[config.mk]
export PLATFORM = sky130hd
export DESIGN_NAME = sdct_ctrl
export DESIGN_NICKNAME = d
export VERILOG_FILES = /design/src/sdct_pkg.sv /design/src/sdct_ctrl.sv
export SDC_FILE = /design/constraint.sdc
export NUM_CORES = 1
export LEC_CHECK = 0
export BUFFER_PORTS_ARGS = -buffer_cell sky130_fd_sc_hd__buf_2
export CAP_MARGIN = 20
export CORE_AREA = 2 2 201 223
export DETAILED_ROUTE_END_ITERATION = 16
export DIE_AREA = 0 0 203 225
export GPL_ROUTABILITY_DRIVEN = 0
export PLACE_DENSITY_LB_ADDON = 0.05
export SYNTH_ARGS = -nofsm -noshare
export SYNTH_HDL_FRONTEND = slang
export SYNTH_SLANG_ARGS = --single-unit
[constraint.sdc]
create_clock -name mclk_i -period 12.15 [get_ports mclk_i]
set_clock_uncertainty 0.15 [all_clocks]
set_input_delay 3.645 -clock mclk_i [delete_from_list [all_inputs] [get_ports mclk_i]]
set_output_delay 3.645 -clock mclk_i [all_outputs]
set_load 0.01 [all_outputs]
[src/sdct_pkg.sv]
// constants and types for the sdram command-timing controller
// Functional notes
// - space activate/refresh pairs by at least the row cycle time (48/54/63 ns).
// - precharge no sooner than 32/36/42 ns after activate; row open at most 100 us.
// - wait 16/18/20 ns after precharge before activating that bank again.
// - read or write no sooner than 16 ns after its bank's activate.
// - activates to different banks are at least 11/12/14 ns apart.
// - two clocks after last write data before a precharge.
// - auto-precharge write: two clocks plus precharge time before activate/refresh.
// - issue 2048 refreshes within every 32 ms.
// - after raising clock enable, wait one clock plus 3 ns before commands.
// - wait 100 us after power is stable before any memory operation.
// - finish initialization before any read, write or refresh traffic; the code issues INIT_REFS refreshes before init_done_o.
// - wait two clocks after loading the mode register.
// - all-banks bit high precharges both banks, low only the selected bank.
`default_nettype none
package sdct_pkg;
  localparam int CLK_PS      = 8000;
  localparam int T_RC_PS     = 48000;
  localparam int T_RAS_PS    = 32000;
  localparam int T_RAS_MAX_PS = 100000000;
  localparam int T_RP_PS     = 16000;
  localparam int T_RCD_PS    = 16000;
  localparam int T_RRD_PS    = 11000;
  localparam int T_CKA_PS    = 3000;
  localparam int T_INIT_US   = 100;
  localparam int T_REF_MS    = 32;
  localparam int REF_ROWS    = 2048;
  localparam int T_DPL_CLK   = 2;
  localparam int T_MCD_CLK   = 2;
  localparam int INIT_REFS   = 2;
  // round up the minima, round down the maxima
  localparam int C_RC   = (T_RC_PS + CLK_PS - 1) / CLK_PS;
  localparam int C_RAS  = (T_RAS_PS + CLK_PS - 1) / CLK_PS;
  localparam int C_RASX = T_RAS_MAX_PS / CLK_PS;
  localparam int C_RP   = (T_RP_PS + CLK_PS - 1) / CLK_PS;
  localparam int C_RCD  = (T_RCD_PS + CLK_PS - 1) / CLK_PS;
  localparam int C_RRD  = (T_RRD_PS + CLK_PS - 1) / CLK_PS;
  localparam int C_CKA  = 1 + (T_CKA_PS + CLK_PS - 1) / CLK_PS;
  localparam int C_DAL  = T_DPL_CLK + C_RP;
  localparam int C_INIT = T_INIT_US * 1000000 / CLK_PS;
  // ms to cycles in two steps so no product leaves the 32-bit int range
  localparam int C_REFI = T_REF_MS * 1000000 / CLK_PS * 1000 / REF_ROWS;
  // command pins {cs_n, ras_n, cas_n, we_n}
  localparam logic [3:0] CMD_NOP = 4'h7;
  localparam logic [3:0] CMD_ACT = 4'h3;
  localparam logic [3:0] CMD_RD  = 4'h5;
  localparam logic [3:0] CMD_WR  = 4'h4;
  localparam logic [3:0] CMD_PRE = 4'h2;
  localparam logic [3:0] CMD_REF = 4'h1;
  localparam logic [3:0] CMD_MRS = 4'h0;
  localparam int AB_BIT = 10;
  localparam int BS_BIT = 11;
  typedef enum logic [7:0] {
    ST_POWER = 8'h01, ST_CKE  = 8'h02, ST_PALL = 8'h04, ST_IREF = 8'h08,
    ST_MRS   = 8'h10, ST_IDLE = 8'h20, ST_WAIT = 8'h40, ST_DONE = 8'h80
  } sdct_state_e;
endpackage
`default_nettype wire

[src/sdct_ctrl.sv]
// host-side command timing controller for a two-bank sdram
`timescale 1ns/100ps
`default_nettype none
module sdct_ctrl
  import sdct_pkg::*;
#(
  parameter int INIT_CYC  = C_INIT,
  parameter int REFI_CYC  = C_REFI,
  parameter int RASX_CYC  = C_RASX,
  parameter logic [11:0] MODE_VAL = 12'h0_030
) (
  // clock and reset
  input  wire logic        mclk_i,
  input  wire logic        rst_i,
  // user command port
  input  wire logic        req_i,
  input  wire logic [3:0]  req_cmd_i,
  input  wire logic [11:0] req_addr_i,
  input  wire logic [3:0]  req_burst_i,
  output logic             req_ready_o,
  output logic             init_done_o,
  // sdram pins
  output logic             cke_o,
  output logic [3:0]       cmd_o,
  output logic [11:0]      addr_o
);
  if (INIT_CYC < 1 || REFI_CYC < C_RC || RASX_CYC <= C_RAS) begin
    $error("sdct_ctrl: timing parameters out of range");
  end

  sdct_state_e state;
  logic [31:0] wait_cnt;
  logic [3:0]  iref_cnt;
  logic [31:0] refi_cnt;
  logic        ref_due;
  logic [7:0]  rc_cnt;
  logic [7:0]  rrd_cnt;
  logic [7:0]  ras_cnt [2];
  logic [7:0]  rp_cnt  [2];
  logic [7:0]  rcd_cnt [2];
  logic [7:0]  dpl_cnt [2];
  logic [31:0] open_cnt [2];
  logic [1:0]  open;
  logic [3:0]  wr_left;
  logic        wr_bank;
  logic        wr_auto;
  logic        last_bank;
  logic        issue;
  logic [3:0]  icmd;
  logic [11:0] iaddr;
  logic        ibank;
  logic        force_pre;

  // refresh or an overdue row preempts user traffic
  always_comb begin
    force_pre = (open[0] && open_cnt[0] >= RASX_CYC[31:0]) ||
                (open[1] && open_cnt[1] >= RASX_CYC[31:0]);
  end

  // user commands are legal only when the counters that guard that command have expired
  always_comb begin
    icmd  = req_cmd_i;
    iaddr = req_addr_i;
    ibank = req_addr_i[BS_BIT];
    issue = 1'b0;
    if (state == ST_IDLE && req_i && !ref_due && !force_pre &&
        wr_left == 4'h0) begin
      unique case (req_cmd_i)
        CMD_ACT: issue = !open[ibank] && rc_cnt == 8'h00 &&
                         rp_cnt[ibank] == 8'h00 &&
                         (rrd_cnt == 8'h00 || last_bank == ibank) &&
                         dpl_cnt[ibank] == 8'h00;
        CMD_RD, CMD_WR: issue = open[ibank] &&
                                rcd_cnt[ibank] == 8'h00;
        CMD_PRE: issue = (req_addr_i[AB_BIT] ?
                          (ras_cnt[0] == 8'h00 && ras_cnt[1] == 8'h00 &&
                           dpl_cnt[0] == 8'h00 && dpl_cnt[1] == 8'h00) :
                          (ras_cnt[ibank] == 8'h00 &&
                           dpl_cnt[ibank] == 8'h00));
        default: issue = 1'b0;
      endcase
    end
  end

  // sequencer for power-on, refresh and forced close
  always_ff @(posedge mclk_i or posedge rst_i) begin
    if (rst_i) begin
      state       <= ST_POWER;
      wait_cnt    <= 32'h0000_0000;
      iref_cnt    <= 4'h0;
      cke_o       <= 1'b0;
      cmd_o       <= CMD_NOP;
      addr_o      <= 12'h0_000;
      init_done_o <= 1'b0;
      req_ready_o <= 1'b0;
    end else begin
      cmd_o       <= CMD_NOP;
      req_ready_o <= 1'b0;
      if (wait_cnt != 32'h0000_0000) begin
        wait_cnt <= wait_cnt - 32'h0000_0001;
      end
      unique case (state)
        ST_POWER: if (wait_cnt == 32'h0000_0000 && !cke_o) begin
          wait_cnt <= INIT_CYC[31:0];
          cke_o    <= 1'b1;
          state    <= ST_CKE;
        end
        ST_CKE: if (wait_cnt == 32'h0000_0000) begin
          wait_cnt <= C_CKA[31:0];
          state    <= ST_PALL;
        end
        ST_PALL: if (wait_cnt == 32'h0000_0000) begin
          cmd_o            <= CMD_PRE;
          addr_o           <= 12'h0_000;
          addr_o[AB_BIT]   <= 1'b1;
          wait_cnt         <= C_RP[31:0];
          state            <= ST_IREF;
        end
        ST_IREF: if (wait_cnt == 32'h0000_0000) begin
          if (iref_cnt == INIT_REFS[3:0]) begin
            state <= ST_MRS;
          end else begin
            cmd_o    <= CMD_REF;
            iref_cnt <= iref_cnt + 4'h1;
            wait_cnt <= C_RC[31:0];
          end
        end
        ST_MRS: begin
          cmd_o    <= CMD_MRS;
          addr_o   <= MODE_VAL;
          wait_cnt <= T_MCD_CLK[31:0];
          state    <= ST_DONE;
        end
        ST_DONE: if (wait_cnt == 32'h0000_0000) begin
          init_done_o <= 1'b1;
          state       <= ST_IDLE;
        end
        // spacing counters load one edge after a command reaches the pins,
        // so that edge never issues another command on stale counters
        ST_IDLE: if (cmd_o == CMD_NOP) begin
          if (ref_due || force_pre) begin
            if (open != 2'b00) begin
              if (ras_cnt[0] == 8'h00 && ras_cnt[1] == 8'h00 &&
                  dpl_cnt[0] == 8'h00 && dpl_cnt[1] == 8'h00 &&
                  wr_left == 4'h0) begin
                cmd_o          <= CMD_PRE;
                addr_o         <= 12'h0_000;
                addr_o[AB_BIT] <= 1'b1;
              end
            end else if (ref_due && rc_cnt == 8'h00 &&
                         rp_cnt[0] == 8'h00 && rp_cnt[1] == 8'h00 &&
                         dpl_cnt[0] == 8'h00 && dpl_cnt[1] == 8'h00) begin
              cmd_o <= CMD_REF;
              state <= ST_WAIT;
            end
          end else if (issue) begin
            cmd_o       <= icmd;
            addr_o      <= iaddr;
            req_ready_o <= 1'b1;
          end
        end
        ST_WAIT: state <= ST_IDLE;
        default: state <= ST_POWER;
      endcase
    end
  end

  // refresh interval timer; a due refresh waits but is never dropped
  always_ff @(posedge mclk_i or posedge rst_i) begin
    if (rst_i) begin
      refi_cnt <= 32'h0000_0000;
      ref_due  <= 1'b0;
    end else begin
      if (state == ST_WAIT) begin
        ref_due <= 1'b0;
      end
      if (init_done_o) begin
        if (refi_cnt >= REFI_CYC[31:0] - 32'h0000_0001) begin
          refi_cnt <= 32'h0000_0000;
          ref_due  <= 1'b1;
        end else begin
          refi_cnt <= refi_cnt + 32'h0000_0001;
        end
      end
    end
  end

  // spacing counters, loaded from the command actually driven on the pins
  always_ff @(posedge mclk_i or posedge rst_i) begin
    if (rst_i) begin
      rc_cnt    <= 8'h00;
      rrd_cnt   <= 8'h00;
      last_bank <= 1'b0;
      open      <= 2'b00;
      wr_left   <= 4'h0;
      wr_bank   <= 1'b0;
      wr_auto   <= 1'b0;
      for (int b = 0; b < 2; b++) begin
        ras_cnt[b]  <= 8'h00;
        rp_cnt[b]   <= 8'h00;
        rcd_cnt[b]  <= 8'h00;
        dpl_cnt[b]  <= 8'h00;
        open_cnt[b] <= 32'h0000_0000;
      end
    end else begin
      if (rc_cnt != 8'h00) rc_cnt <= rc_cnt - 8'h01;
      if (rrd_cnt != 8'h00) rrd_cnt <= rrd_cnt - 8'h01;
      for (int b = 0; b < 2; b++) begin
        if (ras_cnt[b] != 8'h00) ras_cnt[b] <= ras_cnt[b] - 8'h01;
        if (rp_cnt[b] != 8'h00) rp_cnt[b] <= rp_cnt[b] - 8'h01;
        if (rcd_cnt[b] != 8'h00) rcd_cnt[b] <= rcd_cnt[b] - 8'h01;
        if (dpl_cnt[b] != 8'h00) dpl_cnt[b] <= dpl_cnt[b] - 8'h01;
        open_cnt[b] <= open[b] ? open_cnt[b] + 32'h0000_0001 : 32'h0000_0000;
      end
      // last write beat: start recovery, auto-precharge closes the bank
      if (wr_left != 4'h0) begin
        wr_left <= wr_left - 4'h1;
        if (wr_left == 4'h1) begin
          if (wr_auto) begin
            dpl_cnt[wr_bank] <= C_DAL[7:0];
            open[wr_bank]    <= 1'b0;
          end else begin
            dpl_cnt[wr_bank] <= T_DPL_CLK[7:0];
          end
        end
      end
      unique case (cmd_o)
        CMD_ACT: begin
          rc_cnt                  <= C_RC[7:0] - 8'h01;
          rrd_cnt                 <= C_RRD[7:0] - 8'h01;
          last_bank               <= addr_o[BS_BIT];
          ras_cnt[addr_o[BS_BIT]] <= C_RAS[7:0] - 8'h01;
          rcd_cnt[addr_o[BS_BIT]] <= C_RCD[7:0] - 8'h01;
          open[addr_o[BS_BIT]]    <= 1'b1;
        end
        CMD_REF: rc_cnt <= C_RC[7:0] - 8'h01;
        CMD_PRE: begin
          for (int b = 0; b < 2; b++) begin
            if (addr_o[AB_BIT] || addr_o[BS_BIT] == b[0]) begin
              rp_cnt[b] <= C_RP[7:0] - 8'h01;
              open[b]   <= 1'b0;
            end
          end
        end
        CMD_WR: begin
          // burst length 0 still counts one data beat
          wr_left <= (req_burst_i == 4'h0) ? 4'h1 : req_burst_i;
          wr_bank <= addr_o[BS_BIT];
          wr_auto <= addr_o[AB_BIT];
        end
        CMD_RD: if (addr_o[AB_BIT]) begin
          rp_cnt[addr_o[BS_BIT]] <= C_RP[7:0] + {4'h0, req_burst_i};
          open[addr_o[BS_BIT]]   <= 1'b0;
        end
        default: ;
      endcase
    end
  end
endmodule
`default_nettype wire

==> results of run 1 <==
-- flip-flops by register name (all words and copies together) (netlist names), 12 cells and up --
signal    count
rcd_cnt      16
wait_cnt     32
rp_cnt       16
ras_cnt      16
open_cnt     64
addr_o       12
refi_cnt     32
dpl_cnt      16
-- cell type report --
class	count	area, sq um	area share
clock inverters	5	103	0.00695
multi-input cells	997	6250	0.424
clock buffers	52	945	0.0640
well taps	574	718	0.0487
inverters	57	221	0.0150
repair buffers	51	278	0.0188
flip-flops and latches	249	6240	0.423
-- path summary, 6_finish.rpt --
check | startpoint | end | slack (ps) | depth (start not counted)
worst max-delay path | req_addr_i[11] | addr_o[0] | 6340 | 8
worst min-delay path | iref_cnt[3] | iref_cnt[3] | 320 | 1
worst max register to register | dpl_cnt[0] | addr_o[10] | 8550 | 8
worst min register to register | iref_cnt[3] | iref_cnt[3] | 320 | 1
max in group asynchronous | rst_i | open_cnt[44] | 7260 | 3
min in group asynchronous | rst_i | iref_cnt[2] | 3110 | 2
-- cells by family after synthesis --
kind of cell             share of synthesized area
XOR/XNOR                                     0.104
buffers and inverters                       0.0291
AO/OA/AOI/OAI                               0.0907
adder cells (fa/ha/maj)                     0.0292
AND/OR/NAND/NOR                              0.255
multiplexers                               0.00671
flip-flops                                   0.485
other                                     0.000292
-- cell usage in the layout (no fill, tap or decap), drive strengths merged, types with 6 or more instances in the layout --
cell	count
or3	17
nand2b	16
xnor2	97
inv	57
and2	62
nand3b	7
or2	6
nor3b	11
nor3	43
nor4	43
nand2	100
ha	30
a21oi	31
and3	19
nand3	54
o22ai	8
nor2	181
or4	14
nand4	25
nor2b	9
a31oi	12
o31ai	8
a22o	11
buf	51
clkbuf	52
and4	6
dfrtp	245
xor2	56
o21ai	51
a21boi	9
-- cell usage after synthesis (5+ instances only) --
library cell	count
a21boi_0	9
a21oi_1	31
a22o_2	9
a31oi_1	12
and2_1	61
and3_1	19
and4_1	6
clkbuf_1	28
dfrtp_1	245
ha_1	30
inv_1	56
mux2_2	5
nand2_1	100
nand2b_1	16
nand3_1	54
nand3b_1	7
nand4_1	25
nand4b_1	5
nor2_1	181
nor2b_1	9
nor3_1	42
nor3b_1	11
nor4_1	43
o21ai_0	51
o22ai_1	8
o31ai_1	8
or2_2	6
or3_1	15
or4_1	13
xnor2_1	97
xor2_1	56
-- where the power goes --
part / leakage, nW / internal [mW] / switching (mW)
registers: 3.41 / 0.830 / 0.000368
logic: 2.98 / 0.00598 / 0.0241
clock network: 0.507 / 0.586 / 0.361
total: 6.90 / 1.42 / 0.385
-- routing by layer --
layer / vias up / part of all wire / track usage / wire length [um]
li1: 4737 / - / - / -
met1: 4635 / 0.48 / 0.186 / 14800
met2: 80 / 0.47 / 0.233 / 14600
met3: 44 / 0.029 / 0.0201 / 894
met4: 2 / 0.023 / 0.0412 / 717
met5: - / 0.00042 / 0 / 13
-- through the flow --
stage / instances / power, mW / utilization
floorplan: 1338 / 0.863 / -
global placement: 1927 / 0.877 / 0.318
detailed placement: 1927 / 0.877 / 0.318
CTS: 1984 / 1.85 / 0.342
global route: 1985 / 1.88 / 0.342
finish: 1985 / 1.81 / 0.342
==> impl_metrics.csv, run 1 <==
group,metric,value,unit
floorplan,initial_core_util,0.298,
layout,fillers,4438,
critical_path,crit_type,"in2reg",
floorplan,num_rows,80,
floorplan,dieHeight,225,um
pwr,p_per_area,123,nW/um^2
clocking,clk_pin_slew,60,ps
clocking,ctsHtreeMaxLevel,1,
critical_path,start_kind,"input pin",
place,dp_hpwl,21100,um
clocking,cts_resized,0,
pwr,p_leak,6.90,nW
timing,min_period,5810,ps
min_path,hp-class,"reg2reg",
clocking,cts_buffers,31,
clocking,postCtsSetupBuffers,0,
timing,setup_slack,6340,ps
run,drv_cap,0,
synthesis,synth_area_per_cell,9.61,sq um
layout,syn2layout_area_growth,14.7,%
timing,max_freq,0.172,GHz
synthesis,ys_types,74,
critical_path,crit_fanout,11,
clocking,clock_path_buffers,3,
drt,wl,31000,um
synthesis,synth_top_cell_area_share,0.477,
global_routing,grtUsageTotal,0.139,
synthesis,synth_edf_count,0,
timing,grt_setup_unrepaired,"false",
layout,diodes,0,
drt,vias,9498,
layout,design_area,14800,sq um
synthesis,async_reset_ff_frac,1.00,
critical_path,required,12510,ps
timing,whs,316,ps
floorplan,core_area,43100,sq um
floorplan,die_w,203,um
timing,max_slew.worst_pin.slew,1140,ps
synthesis,synth_warnings,0,
floorplan,pin_count,42,
outcome,status,"finished, final reports clean",
drt,via_per_inst,4.78,
synthesis,ys_ff_latch,249,
synthesis,synth_cells,1338,
synthesis,syn_nets,1391,
clocking,cts_tree,"yes",
critical_path,cpPeakStageDelay,730,ps
timing,relSlewSlack,0.228,
critical_path,crit_path_top_delay_cell,"a2111oi_0",
place,place_ws,5740,ps
timing,hold_violations,0,
critical_path,cpLargestDelayFamily,"compound AO/OA/AOI/OAI gates",
timing,fin_tns_setup,0,ps
timing,setup_viol_count_final,0,
drt,drcViolationCount,0,
place,portBuffers,41,
clocking,hold_buffers,0,
critical_path,cp.arrival,6170,ps
place,dpl-instance-area,13700,sq um
global_routing,gr-total-overflow,0,
global_routing,grt_pass1_wl,52200,um
layout,nNetsFinal,1440,
critical_path,path_cells,"buf_2 > nor3_1 > nand3_1 > a2111oi_0 > o22ai_1 > a211oi_1 > and3_1 > a22o_2",
global_routing,grt_pass1_vias,9757,
clocking,clockRootBuffer,"clkbuf_16",
global_routing,grt_max_degree,115,
synthesis,ys_seq_area_frac,0.485,
timing,post-route-period-util,0.479,
drt,wl_per_cell,15.6,um
layout,drive_above_1_share,0.0999,
drt,drt_iter0_markers,377,
timing,report.final.slew_viol_count,0,
synthesis,syn-cell-area,12900,sq um
drt,postRouteAntennaNets,0,
critical_path,endpoint_kind,"flop",
synthesis,synth_flop_cell,"dfrtp_1",
floorplan,dieArea,45700,sq um
drt,first_pass_iters,5,
clocking,clk-insertion-delay-late,570,ps
synthesis,synth_area_leaders,"dfrtp_1, xnor2_1, nor2_1",
synthesis,netlist.top_cell.by_area,"dfrtp_1",
pwr,irDropWorstVdd,0.0991,mV
critical_path,path_buf_inv,1,
global_routing,antenna_found_initial,1,
clocking,cts.sinks,249,
Power figures use the tool's default switching activity.
==> inputs of run 2 (changes only) <==
--- a/config.mk
+++ b/config.mk
@@ -5,11 +5,12 @@
 export SDC_FILE = /design/constraint.sdc
 export NUM_CORES = 1
 export LEC_CHECK = 0
+export ABC_AREA = 1
 export BUFFER_PORTS_ARGS = -buffer_cell sky130_fd_sc_hd__buf_2
 export CAP_MARGIN = 20
-export CORE_AREA = 2 2 201 223
+export CORE_AREA = 2 2 208 230
 export DETAILED_ROUTE_END_ITERATION = 16
-export DIE_AREA = 0 0 203 225
+export DIE_AREA = 0 0 210 232
 export GPL_ROUTABILITY_DRIVEN = 0
 export PLACE_DENSITY_LB_ADDON = 0.05
 export SYNTH_ARGS = -nofsm -noshare
==> constraint.sdc (replaced) <==
create_clock -name mclk_i -period 5.8 [get_ports mclk_i]
set_clock_uncertainty 0.15 [all_clocks]
set_input_delay 1.74 -clock mclk_i [delete_from_list [all_inputs] [get_ports mclk_i]]
set_output_delay 1.74 -clock mclk_i [all_outputs]
set_load 0.01 [all_outputs]
==> run 2 against run 1 <==
Net effect: sequential share of layout area decreased by 3.0 points; first-iteration DRC count increased by 59%; core utilization about the same; synthesized area increased by 7.3%; routed wire length increased by 15%; synthesized cell count increased by 33%; setup slack got worse by 3800 ps; combinational power increased by 130%; flip-flop and latch count unchanged; hold slack improved by 7.6 ps; final cell count increased by 24%; global-route usage increased by 1.4 points; critical endpoint is now init_done_o.
==> impl_metrics.csv, run 2 <==
group,metric,value,unit
critical_path,required,3910,ps
layout,final_cell_mix,"nor2_1, nand2_1, dfrtp_1",
timing,post-route-period-util,0.561,
clocking,clock_path_buffers,3,
layout,final_cells,2461,
synthesis,netlist.top_cell.by_area,"dfrtp_1",
layout,syn2layout_area_growth,15.0,%
place,portBuffers,41,
critical_path,crit_fanout,32,
timing,report.final.slew_viol_count,0,
timing,setup_slack,2540,ps
drt,wl_per_cell,14.5,um
pwr,irDropWorstVdd,0.169,mV
timing,hold_violations,0,
global_routing,grt_pass1_wl,60200,um
outcome,status,"finished, final reports clean",
timing,fin_tns_setup,0,ps
place,dpl-instance-area,14700,sq um
timing,whs,323,ps
synthesis,synth_flop_cell,"dfrtp_1",
synthesis,syn-cell-area,13800,sq um
synthesis,synth_area_per_cell,7.75,sq um
critical_path,timing.rr.start,"open[0]",
synthesis,synth_top_cell_area_share,0.444,
global_routing,grtUsageTotal,0.153,
drt,wl,35800,um
synthesis,synth_warnings,0,
floorplan,core_area,46400,sq um
place,place_ws,2070,ps
synthesis,ys_types,58,
layout,top_regs,"open_cnt (64), refi_cnt (32), wait_cnt (32)",
timing,min_period,3260,ps
synthesis,ys_seq_area_frac,0.452,
critical_path,start_kind,"flop",
clocking,clockRootBuffer,"clkbuf_16",
global_routing,antenna_found_initial,1,
synthesis,synth_edf_count,0,
timing,grt_setup_unrepaired,"false",
drt,postRouteAntennaNets,0,
synthesis,yosysMostFrequentCell,"nor2_1",
synthesis,synth_cells,1781,
clocking,cts_resized,0,
layout,largest_register_ffs,64,
floorplan,pin_count,42,
clocking,cts.sinks,249,
timing,max_freq,0.307,GHz
layout,largest_register,"open_cnt",
pwr,p_total,3.98,mW
drt,drt_iter0_markers,600,
layout,fin_util,0.342,
run,drv_cap,0,
global_routing,grt_pass1_vias,11516,
critical_path,reg2reg_depth,11,
layout,nNetsFinal,1896,
clocking,hold_buffers,0,
synthesis,synth_area_leaders,"dfrtp_1, nor2_1, nand2_1",
drt,drcViolationCount,0,
layout,design_area,15900,sq um
synthesis,async_reset_ff_frac,1.00,
synthesis,syn_nets,1834,
critical_path,endpoint_kind,"output pin",
place,dp_hpwl,25800,um
floorplan,die_w,210,um
floorplan,dieHeight,232,um
floorplan,dieArea,48700,sq um
clocking,cts_tree,"yes",
global_routing,gr-total-overflow,0,
clocking,ctsHtreeMaxLevel,2,
layout,mostFrequentLayoutCell,"nor2_1",
timing,max_slew.worst_pin.slew,952,ps
min_path,hp-class,"reg2reg",
min_path,whs_endpoint,"iref_cnt[3]",
layout,drive_above_1_share,0.100,
clocking,cts_buffers,35,
synthesis,synth_commonest_cells,"nor2_1, nand2_1, dfrtp_1",
synthesis,ys_ff_latch,249,
min_path,min_from,"iref_cnt[3]",
clocking,clk-insertion-delay-late,530,ps
critical_path,crit_type,"reg2out",
timing,relSlewSlack,0.365,
critical_path,reg2reg_slack,2650,ps
drt,via_per_inst,4.61,
pwr,p_leak,7.72,nW
timing,setup_viol_count_final,0,
place,dp_cells,2400,
min_path,hold-path-cell-count,1,
pwr,p_per_area,251,nW/um^2
floorplan,num_rows,83,
clocking,clk_pin_slew,60,ps
drt,vias,11337,
drt,first_pass_iters,5,
critical_path,r2r_end,"addr_o[7]",
clocking,postCtsSetupBuffers,0,
floorplan,initial_core_util,0.297,
critical_path,cp.arrival,1370,ps
global_routing,grt_max_degree,160,
run 2: worst max-delay path: stages, from the launching register on:
cell and delay [ps]:
dfrtp_1 320, buf_4 310, buf_2 200
run 2: worst max path at each step:
stage | startpoint | endpoint | slack (ps) | cells after the start
2_1_floorplan | rst_i | addr_o[0] | 640 | 1
3_3_place_gp | req_addr_i[11] | addr_o[0] | 2150 | 13
3_5_place_dp | req_addr_i[11] | addr_o[1] | 2070 | 13
4_1_cts | init_done_o | init_done_o | 2480 | 2
5_1_grt | open[0] | addr_o[6] | 2300 | 11
6_report | init_done_o | init_done_o | 2540 | 2
run 2: where the power goes:
| group | switching (mW) | internal (mW) | total, mW |
|---|---|---|---|
| sequential | 0.00200 | 1.74 | 1.74 |
| combinational | 0.0539 | 0.0157 | 0.0696 |
| clock | 0.792 | 1.37 | 2.16 |
run 2: area by class of cell:
type                       instances  area, sq um
clock inverter                     5          104
sequential                       249         6240
timing repair buffer              47          275
tap                              595          744
antenna                            1         2.50
clock buffer                      54         1050
inverter                         257          968
multi-input combinational       1253         6490
fill                            4900        30600
run 2: metal layers:
layer | vias up | part of all wire | routed length, um | GRT usage
met1 | 5298 | 0.47 | 16900 | 0.201
li1 | 5879 | - | - | -
met2 | 114 | 0.48 | 17000 | 0.258
met5 | - | 0 | 0 | 0
met3 | 46 | 0.030 | 1060 | 0.0238
met4 | 0 | 0.023 | 811 | 0.0499
run 2: cell families after synthesis:
| group | after synthesis | synth area share |
|---|---|---|
| buffers and inverters | 279 | 0.0781 |
| adder cells (fa/ha/maj) | 30 | 0.0272 |
| flip-flops | 249 | 0.452 |
| XOR/XNOR | 82 | 0.0520 |
| other | 1 | 0.000272 |
| AND/OR/NAND/NOR | 941 | 0.308 |
| AO/OA/AOI/OAI | 199 | 0.0830 |
